`config.mk`:
```
export PLATFORM = sky130hd
export DESIGN_NAME = utc_xcvr_regs
export DESIGN_NICKNAME = d
export VERILOG_FILES = /design/src/verilog/utc_pkg.sv /design/src/verilog/utc_sticky_flag.sv /design/src/verilog/utc_soft_reset.sv /design/src/verilog/utc_xcvr_regs.sv
export SDC_FILE = /design/constraint.sdc
export NUM_CORES = 1
export LEC_CHECK = 0
export BUFFER_PORTS_ARGS = -buffer_cell sky130_fd_sc_hd__clkbuf_2
export CELL_PAD_IN_SITES_DETAIL_PLACEMENT = 1
export CELL_PAD_IN_SITES_GLOBAL_PLACEMENT = 1
export CORE_ASPECT_RATIO = 1.2
export CORE_MARGIN = 8
export CORE_UTILIZATION = 28
export CTS_BUF_LIST = sky130_fd_sc_hd__clkbuf_16
export DETAILED_ROUTE_END_ITERATION = 16
export PLACE_DENSITY = 0.75
export SYNTH_ARGS = -nofsm -noshare
export SYNTH_HDL_FRONTEND = slang
export SYNTH_SLANG_ARGS = --single-unit
```
`constraint.sdc`:
```
create_clock -name clock_i -period 2.7 [get_ports clock_i]
set_clock_uncertainty 0.1 [all_clocks]
set_input_delay 0.27 -clock clock_i [delete_from_list [all_inputs] [get_ports clock_i]]
set_output_delay 0.27 -clock clock_i [all_outputs]
set_load 0.05 [all_outputs]
```
`src/verilog/utc_pkg.sv`:
```
// Constants, register map and types shared by the transceiver control register bank
package utc_pkg;

    // ------------------------------------------------------------------
    // Bus geometry
    // ------------------------------------------------------------------
    localparam int ADDR_W = 9;
    localparam int DATA_W = 32;
    localparam int REG_W  = 8;

    // ------------------------------------------------------------------
    // Register byte offsets
    // ------------------------------------------------------------------
    localparam logic [ADDR_W-1:0] OFS_XCVR_CTRL = 9'h100;
    localparam logic [ADDR_W-1:0] OFS_OBSERVE   = 9'h104;
    localparam logic [ADDR_W-1:0] OFS_PULLUP    = 9'h108;
    localparam logic [ADDR_W-1:0] OFS_WAKE_RST  = 9'h10c;
    localparam logic [ADDR_W-1:0] OFS_EVT_STAT  = 9'h110;
    localparam logic [ADDR_W-1:0] OFS_EVT_MASK  = 9'h114;

    // ------------------------------------------------------------------
    // Field positions
    // ------------------------------------------------------------------
    localparam int BIT_SUSPEND    = 7;
    localparam int BIT_PULLDOWN   = 6;
    localparam int BIT_OBS_DP_UP  = 7;
    localparam int BIT_OBS_DP_DN  = 6;
    localparam int BIT_OBS_DM_DN  = 4;
    localparam int BIT_PLAIN_PU   = 4;
    localparam int BIT_SOFT_RST   = 7;
    localparam int BIT_MUST_ONE   = 6;
    localparam int BIT_WAKE_EN    = 5;
    localparam int BIT_SYNC_SEEN  = 1;
    localparam int BIT_RESUME_INT = 0;

    // Event status / mask layout
    localparam int EVT_W      = 2;
    localparam int EVT_RESUME = 0;
    localparam int EVT_SYNC   = 1;

    // ------------------------------------------------------------------
    // Reset values
    // ------------------------------------------------------------------
    localparam logic               RST_BIT  = 1'b0;
    localparam logic [EVT_W-1:0]   RST_EVT  = 2'h0;
    localparam logic [DATA_W-1:0]  RST_WORD = 32'h0000_0000;

    // ------------------------------------------------------------------
    // Timing: module soft reset held for two module clock cycles
    // ------------------------------------------------------------------
    localparam int          CLK_PERIOD_NS = 20;
    localparam logic [1:0]  SOFT_RST_CYC  = 2'h2;
    localparam logic [1:0]  CNT_ZERO      = 2'h0;
    localparam logic [1:0]  CNT_ONE       = 2'h1;

    // Bus handshake states, one-hot
    typedef enum logic [1:0] {
        BUS_IDLE = 2'b01,
        BUS_ACK  = 2'b10
    } utc_bus_e;

endpackage : utc_pkg

```
`src/verilog/utc_sticky_flag.sv`:
```
// Sticky detection flag: set wins over clear, cleared by module reset
`timescale 1ns/10ps
module utc_sticky_flag
    import utc_pkg::*;
(
    input  wire logic clock_i,
    input  wire logic mrst_i,
    input  wire logic set_i,
    input  wire logic clr_i,
    output logic      flag_o,
    output logic      rise_o
);

    logic flag_q;
    logic flag_d;

    // Next value, set beats clear
    always_comb begin
        flag_d = set_i | (flag_q & ~clr_i);
    end

    always_ff @(posedge clock_i) begin
        if (mrst_i) begin
            flag_q <= RST_BIT;
        end else begin
            flag_q <= flag_d;
        end
    end

    assign flag_o = flag_q;
    assign rise_o = set_i & ~flag_q;
endmodule // utc_sticky_flag

```
`src/verilog/utc_soft_reset.sv`:
```
// Self-timed module soft reset pulse generator
`timescale 1ns/10ps
module utc_soft_reset
    import utc_pkg::*;
(
    input  wire logic clock_i,
    input  wire logic srst_i,
    input  wire logic req_i,
    output logic      rst_o
);

    logic [1:0] cnt_q;
    logic [1:0] cnt_d;
    logic       rst_q;
    logic       rst_d;

    // Load the hold count on request, then count down
    always_comb begin
        if (req_i) begin
            cnt_d = SOFT_RST_CYC;
        end else if (cnt_q != CNT_ZERO) begin
            cnt_d = cnt_q - CNT_ONE;
        end else begin
            cnt_d = CNT_ZERO;
        end
        rst_d = (cnt_d != CNT_ZERO);
    end

    always_ff @(posedge clock_i) begin
        if (srst_i) begin
            cnt_q <= CNT_ZERO;
            rst_q <= RST_BIT;
        end else begin
            cnt_q <= cnt_d;
            rst_q <= rst_d;
        end
    end

    assign rst_o = rst_q;
endmodule // utc_soft_reset

```
`src/verilog/utc_xcvr_regs.sv`:
```
// Transceiver control register bank with Avalon-MM slave and event interrupt
`timescale 1ns/10ps

module utc_xcvr_regs
    import utc_pkg::*;
(
    input  wire logic              clock_i,
    input  wire logic              srst_i,
    input  wire logic [ADDR_W-1:0] avm_address_i,
    input  wire logic              avm_read_i,
    input  wire logic              avm_write_i,
    input  wire logic [DATA_W-1:0] avm_writedata_i,
    output logic      [DATA_W-1:0] avm_readdata_o,
    output logic                   avm_waitrequest_o,
    input  wire logic              host_mode_i,
    input  wire logic              otg_mode_i,
    input  wire logic              sync_irq_i,
    input  wire logic              dp_raw_i,
    input  wire logic              dm_raw_i,
    output logic                   xcvr_suspend_o,
    output logic                   dplus_pullup_o,
    output logic                   dplus_pulldown_o,
    output logic                   dminus_pulldown_o,
    output logic                   module_reset_o,
    output logic                   wake_event_o,
    output logic                   irq_o
);

    // ------------------------------------------------------------------
    // Declarations
    // ------------------------------------------------------------------
    utc_bus_e          state_q;
    utc_bus_e          state_d;
    logic              wait_q;
    logic              wait_d;
    logic [DATA_W-1:0] rdata_q;
    logic [DATA_W-1:0] rdata_d;

    logic              suspend_q;
    logic              suspend_d;
    logic              pulldown_q;
    logic              pulldown_d;
    logic              plain_pu_q;
    logic              plain_pu_d;
    logic              must_one_q;
    logic              must_one_d;
    logic              wake_en_q;
    logic              wake_en_d;
    logic [EVT_W-1:0]  mask_q;
    logic [EVT_W-1:0]  mask_d;
    logic [EVT_W-1:0]  stat_q;
    logic [EVT_W-1:0]  stat_d;

    logic              pu_q;
    logic              pu_d;
    logic              pd_q;
    logic              pd_d;
    logic              irq_q;
    logic              irq_d;

    logic              mrst;
    logic              acc;
    logic              wr_acc;
    logic              rd_acc;
    logic              soft_req;
    logic              kstate;
    logic              resume_set;
    logic              resume_clr;
    logic              resume_flag;
    logic              resume_rise;
    logic              sync_clr;
    logic              sync_flag;
    logic              sync_rise;
    logic [EVT_W-1:0]  evt_set;
    logic [EVT_W-1:0]  evt_clr;

    // ------------------------------------------------------------------
    // Helpers
    // ------------------------------------------------------------------
    // Address match against one register offset
    function automatic logic addr_is(input logic [ADDR_W-1:0] a,
                                     input logic [ADDR_W-1:0] ofs);
        addr_is = (a == ofs);
    endfunction

    // Read word assembly, reserved bits zero
    function automatic logic [DATA_W-1:0] read_word(input logic [ADDR_W-1:0] a);
        logic [DATA_W-1:0] w;
        w = RST_WORD;
        if (addr_is(a, OFS_XCVR_CTRL)) begin
            w[BIT_SUSPEND]  = suspend_q;
            w[BIT_PULLDOWN] = pulldown_q;
        end else if (addr_is(a, OFS_OBSERVE)) begin
            w[BIT_OBS_DP_UP] = pu_q;
            w[BIT_OBS_DP_DN] = pd_q;
            w[BIT_OBS_DM_DN] = pd_q;
        end else if (addr_is(a, OFS_PULLUP)) begin
            w[BIT_PLAIN_PU] = plain_pu_q;
        end else if (addr_is(a, OFS_WAKE_RST)) begin
            // Soft reset bit is never stored, so it reads zero
            w[BIT_MUST_ONE]   = must_one_q;
            w[BIT_WAKE_EN]    = wake_en_q;
            w[BIT_SYNC_SEEN]  = sync_flag;
            w[BIT_RESUME_INT] = resume_flag;
        end else if (addr_is(a, OFS_EVT_STAT)) begin
            w[EVT_W-1:0] = stat_q;
        end else if (addr_is(a, OFS_EVT_MASK)) begin
            w[EVT_W-1:0] = mask_q;
        end
        read_word = w;
    endfunction

    // ------------------------------------------------------------------
    // Bus handshake: one wait cycle, then one acknowledge cycle
    // ------------------------------------------------------------------
    always_comb begin
        state_d = state_q;
        wait_d  = 1'b1;
        rdata_d = rdata_q;
        case (state_q)
            BUS_IDLE: begin
                if (avm_read_i || avm_write_i) begin
                    state_d = BUS_ACK;
                    wait_d  = 1'b0;
                    rdata_d = avm_read_i ? read_word(avm_address_i) : RST_WORD;
                end
            end
            BUS_ACK: begin
                state_d = BUS_IDLE;
            end
            default: begin
                state_d = BUS_IDLE;
            end
        endcase
    end

    always_ff @(posedge clock_i) begin
        if (srst_i) begin
            state_q <= BUS_IDLE;
            wait_q  <= 1'b1;
            rdata_q <= RST_WORD;
        end else begin
            state_q <= state_d;
            wait_q  <= wait_d;
            rdata_q <= rdata_d;
        end
    end

    // Access completes at the edge where waitrequest is low
    assign acc      = (state_q == BUS_ACK);
    assign wr_acc   = acc & avm_write_i;
    assign rd_acc   = acc & avm_read_i;
    assign soft_req = wr_acc & addr_is(avm_address_i, OFS_WAKE_RST)
                      & avm_writedata_i[BIT_SOFT_RST];

    // ------------------------------------------------------------------
    // Soft reset and module reset
    // ------------------------------------------------------------------
    utc_soft_reset u_soft_reset (
        .clock_i (clock_i),
        .srst_i  (srst_i),
        .req_i   (soft_req),
        .rst_o   (module_reset_o)
    );

    assign mrst = srst_i | module_reset_o;

    // ------------------------------------------------------------------
    // Detection flags
    // ------------------------------------------------------------------
    // Full-speed K-state on the raw pins, no filter
    assign kstate     = ~dp_raw_i & dm_raw_i;
    assign resume_set = wake_en_q & ~host_mode_i & kstate;
    assign resume_clr = ~wake_en_q & ~kstate;
    assign sync_clr   = ~sync_irq_i & rd_acc & addr_is(avm_address_i, OFS_WAKE_RST);

    utc_sticky_flag u_resume_flag (
        .clock_i (clock_i),
        .mrst_i  (mrst),
        .set_i   (resume_set),
        .clr_i   (resume_clr),
        .flag_o  (resume_flag),
        .rise_o  (resume_rise)
    );

    utc_sticky_flag u_sync_flag (
        .clock_i (clock_i),
        .mrst_i  (mrst),
        .set_i   (sync_irq_i),
        .clr_i   (sync_clr),
        .flag_o  (sync_flag),
        .rise_o  (sync_rise)
    );

    // ------------------------------------------------------------------
    // Control registers, event status and derived outputs
    // ------------------------------------------------------------------
    always_comb begin
        suspend_d  = suspend_q;
        pulldown_d = pulldown_q;
        plain_pu_d = plain_pu_q;
        must_one_d = must_one_q;
        wake_en_d  = wake_en_q;
        mask_d     = mask_q;
        if (wr_acc) begin
            if (addr_is(avm_address_i, OFS_XCVR_CTRL)) begin
                suspend_d  = avm_writedata_i[BIT_SUSPEND];
                pulldown_d = avm_writedata_i[BIT_PULLDOWN];
            end
            if (addr_is(avm_address_i, OFS_PULLUP)) begin
                plain_pu_d = avm_writedata_i[BIT_PLAIN_PU];
            end
            if (addr_is(avm_address_i, OFS_WAKE_RST)) begin
                must_one_d = avm_writedata_i[BIT_MUST_ONE];
                wake_en_d  = avm_writedata_i[BIT_WAKE_EN];
            end
            if (addr_is(avm_address_i, OFS_EVT_MASK)) begin
                mask_d = avm_writedata_i[EVT_W-1:0];
            end
        end
        // Only bits already returned by the read are cleared; new sets win
        evt_set = {sync_rise, resume_rise};
        evt_clr = (rd_acc && addr_is(avm_address_i, OFS_EVT_STAT))
                  ? rdata_q[EVT_W-1:0] : RST_EVT;
        stat_d  = evt_set | (stat_q & ~evt_clr);
        // Pull-up only as a plain device, never host or OTG
        pu_d    = plain_pu_d & ~host_mode_i & ~otg_mode_i;
        pd_d    = pulldown_d;
        irq_d   = |(stat_d & mask_d);
    end

    always_ff @(posedge clock_i) begin
        if (mrst) begin
            suspend_q  <= RST_BIT;
            pulldown_q <= RST_BIT;
            plain_pu_q <= RST_BIT;
            must_one_q <= RST_BIT;
            wake_en_q  <= RST_BIT;
            mask_q     <= RST_EVT;
            stat_q     <= RST_EVT;
            pu_q       <= RST_BIT;
            pd_q       <= RST_BIT;
            irq_q      <= RST_BIT;
        end else begin
            suspend_q  <= suspend_d;
            pulldown_q <= pulldown_d;
            plain_pu_q <= plain_pu_d;
            must_one_q <= must_one_d;
            wake_en_q  <= wake_en_d;
            mask_q     <= mask_d;
            stat_q     <= stat_d;
            pu_q       <= pu_d;
            pd_q       <= pd_d;
            irq_q      <= irq_d;
        end
    end

    // Outputs straight from flops
    assign avm_readdata_o    = rdata_q;
    assign avm_waitrequest_o = wait_q;
    assign xcvr_suspend_o    = suspend_q;
    assign dplus_pullup_o    = pu_q;
    assign dplus_pulldown_o  = pd_q;
    assign dminus_pulldown_o = pd_q;
    assign wake_event_o      = resume_flag;
    assign irq_o             = irq_q;
endmodule // utc_xcvr_regs

```
==> results.py <==
metrics = {
    "status": {
        "status": "completed",
    },
    "drt": {
        "routedWlPerCell_um": 14.8,
        "drc": 0,
        "drtIter0Drc": 43,
        "vias_per_cell": 4.55,
        "wl_mm": 3.59,
        "via_count": 1101,
        "dr.pass1.iters": 4,
        "ant_nets": 0,
    },
    "run": {
        "maxCapViolCount": 0,
    },
    "sta": {
        "hold_ws_ns": 0.0633,
        "min_period_ns": 2.05,
        "fin_tns_setup_ns": 0,
        "fin_ws_ns": 0.653,
        "max_slew_margin": 0.587,
        "finalHoldViolCount": 0,
        "fmax_mhz": 489,
        "rsz0062_at_grt": "no",
        "tightest_slew_ns": 0.613,
        "maxSlewViolCount": 0,
        "finalSetupViolations": 0,
        "timing.final.crit_share": 0.758,
    },
    "die": {
        "chipWidth_um": 78.4,
        "die_h_um": 90.8,
        "core_mm2": 0.00453,
        "dieArea_mm2": 0.00712,
        "io_pins": 90,
        "start_util": 0.289,
        "rows": 27,
    },
    "min_path": {
        "whs_path_depth": 2,
        "worstHoldPathType": "in -> reg",
        "whs_endpoint": "dplus_pullup_o",
        "worstHoldStart": "otg_mode_i",
    },
    "clock_network": {
        "clock_sinks": 25,
        "root_buffer": "clkbuf_16",
        "cts_tree": "done",
        "postCtsHoldBufs": 0,
        "clock_latency_ns": 0.27,
        "cts_buffers": 3,
        "clkTransAtPathRegs_ns": 0.07,
        "post_cts_resized": 0,
        "htree_levels": 1,
        "cts_setup_buffers": 0,
        "cts_buffer_depth": 2,
    },
    "setup_path": {
        "r2r-end": "u_soft_reset.cnt_q[0]",
        "worst-path-max-fanout": 7,
        "worst-setup-path-type": "in -> reg",
        "r2r_start": "state_q[0]",
        "end_kind": "register",
        "arrival_ns": 2.13,
        "critPathRequiredTime_ns": 2.78,
        "r2r_slack_ns": 0.99,
        "startpoint_type": "primary input",
        "r2r_cells": 4,
    },
    "placed_design": {
        "port_buffers": 37,
        "place_inst": 238,
        "placed_cell_area_mm2": 0.00143,
        "post-dp-hpwl_mm": 2.93,
        "place.gp.congestion": 0.755,
        "post-place-ws_ns": 0.359,
    },
    "logic_synthesis": {
        "syn-cell-area_mm2": 0.00131,
        "synth_cells": 151,
        "synthArstFlopShare": 0,
        "avgSynthCellArea_um2": 8.65,
        "synth_seq_cells": 25,
        "ys.warnings.count": 0,
        "ys_seq_area_frac": 0.383,
        "synthDistinctLibCells": 35,
        "synthFlopType": "dfxtp_1",
        "synth_edf_count": 0,
    },
    "final_layout": {
        "mostFrequentLayoutCell": "clkbuf_2",
        "fillCellCount": 580,
        "antenna_cells": 0,
        "num-nets-final": 235,
        "syn_to_final_growth_pct": 15.9,
        "multi_input_area_um2": 639,
        "fin_area_mm2": 0.00151,
        "drive_gt1_frac": 0.261,
        "stdcell_count": 242,
        "layout.area.seq_um2": 500,
        "final_cell_mix": "clkbuf_2, conb_1, dfxtp_1, nor2_1",
    },
    "global_route": {
        "grt_pass1_vias": 1192,
        "grtUsageTotal": 0.103,
        "grt_max_degree": 16,
        "antenna_found_initial": 0,
        "grt_pass1_wl_mm": 5.94,
        "grt_overflow": 0,
    },
    "power_and_ir_drop": {
        "p_leak_uw": 0.000649,
        "power.density_mw_per_mm2": 576,
        "peakVddDrop_uv": 197,
    },
}
[critical path, stage by stage]
cell and delay, ns:
clkbuf_2 0.15, or4b_1 0.68, or4_4 0.59, mux2_4 0.33
o32ai_2 0.11
[synthesized netlist by cell type, types with 2 or more instances]
master | instances | area [µm²]
nand2_1 | 8 | 30.0
nor3_1 | 3 | 15.0
nor2_1 | 15 | 56.3
buf_4 | 27 | 203
nor2b_1 | 2 | 12.5
or4_1 | 2 | 15.0
clkbuf_1 | 5 | 18.8
dfxtp_1 | 25 | 500
o21ai_0 | 4 | 20.0
o2bb2ai_1 | 2 | 17.5
nor4_1 | 5 | 31.3
mux2i_1 | 9 | 90.1
nand3b_1 | 5 | 37.5
a22oi_1 | 2 | 15.0
inv_1 | 9 | 33.8
a21oi_1 | 9 | 45.0
[worst max-delay path by stage]
stage               cells after the start     to              from  slack (ns)
global placement                        5  irq_o  avm_address_i[3]        0.38
finish                                  5  irq_o  avm_address_i[3]        0.65
global route                            5  irq_o  avm_address_i[3]        0.57
floorplan                               4  irq_o  avm_address_i[5]        0.61
detailed placement                      5  irq_o  avm_address_i[3]        0.36
CTS                                     5  irq_o  avm_address_i[3]        0.64
[layout make-up]
cell class | instances | area share
Multi-Input combinational cell | 109 | 0.422
Sequential cell | 25 | 0.331
Timing Repair Buffer | 37 | 0.122
Clock buffer | 3 | 0.0496
Tap cell | 58 | 0.0479
Inverter | 9 | 0.0223
Clock inverter | 1 | 0.00496
[flip-flops by register name (all words and copies together) (netlist names), 2 cells and up]
signal	cells
avm_readdata_o	6
mask_q	2
stat_q	2
state_q	2
u_soft_reset.cnt_q	2
[routing by layer]
| layer | GRT usage | part of all wire |
|---|---|---|
| met5 | 0 | 0 |
| met4 | 0.0372 | 0.013 |
| met3 | 0.0408 | 0.079 |
| met2 | 0.174 | 0.49 |
| met1 | 0.114 | 0.41 |
[power by group]
group,switching [µW],total (µW),internal [µW]
sequential,4.39,380,375
clock,143,345,202
combinational,122,148,26.5
total,269,873,603
[metrics by stage]
| stage | total power [µW] | util |
|---|---|---|
| 4_1_cts | 878 | 0.334 |
| 5_1_grt | 902 | 0.334 |
| 2_1_floorplan | 534 | - |
| 6_report | 873 | 0.334 |
| 3_5_place_dp | 536 | 0.316 |
| 3_3_place_gp | 533 | 0.316 |
[logic make-up (layout without fill, tap and decap cells)]
family          count (synthesis)  in the layout  synth area share
compound gates                 22             22             0.111
simple gates                   51             51             0.223
buf+inv                        42             50             0.199
other cells                     1             26           0.00287
flops                          25             25             0.383
mux                            10             10            0.0805
(Power assumes the default switching activity.)
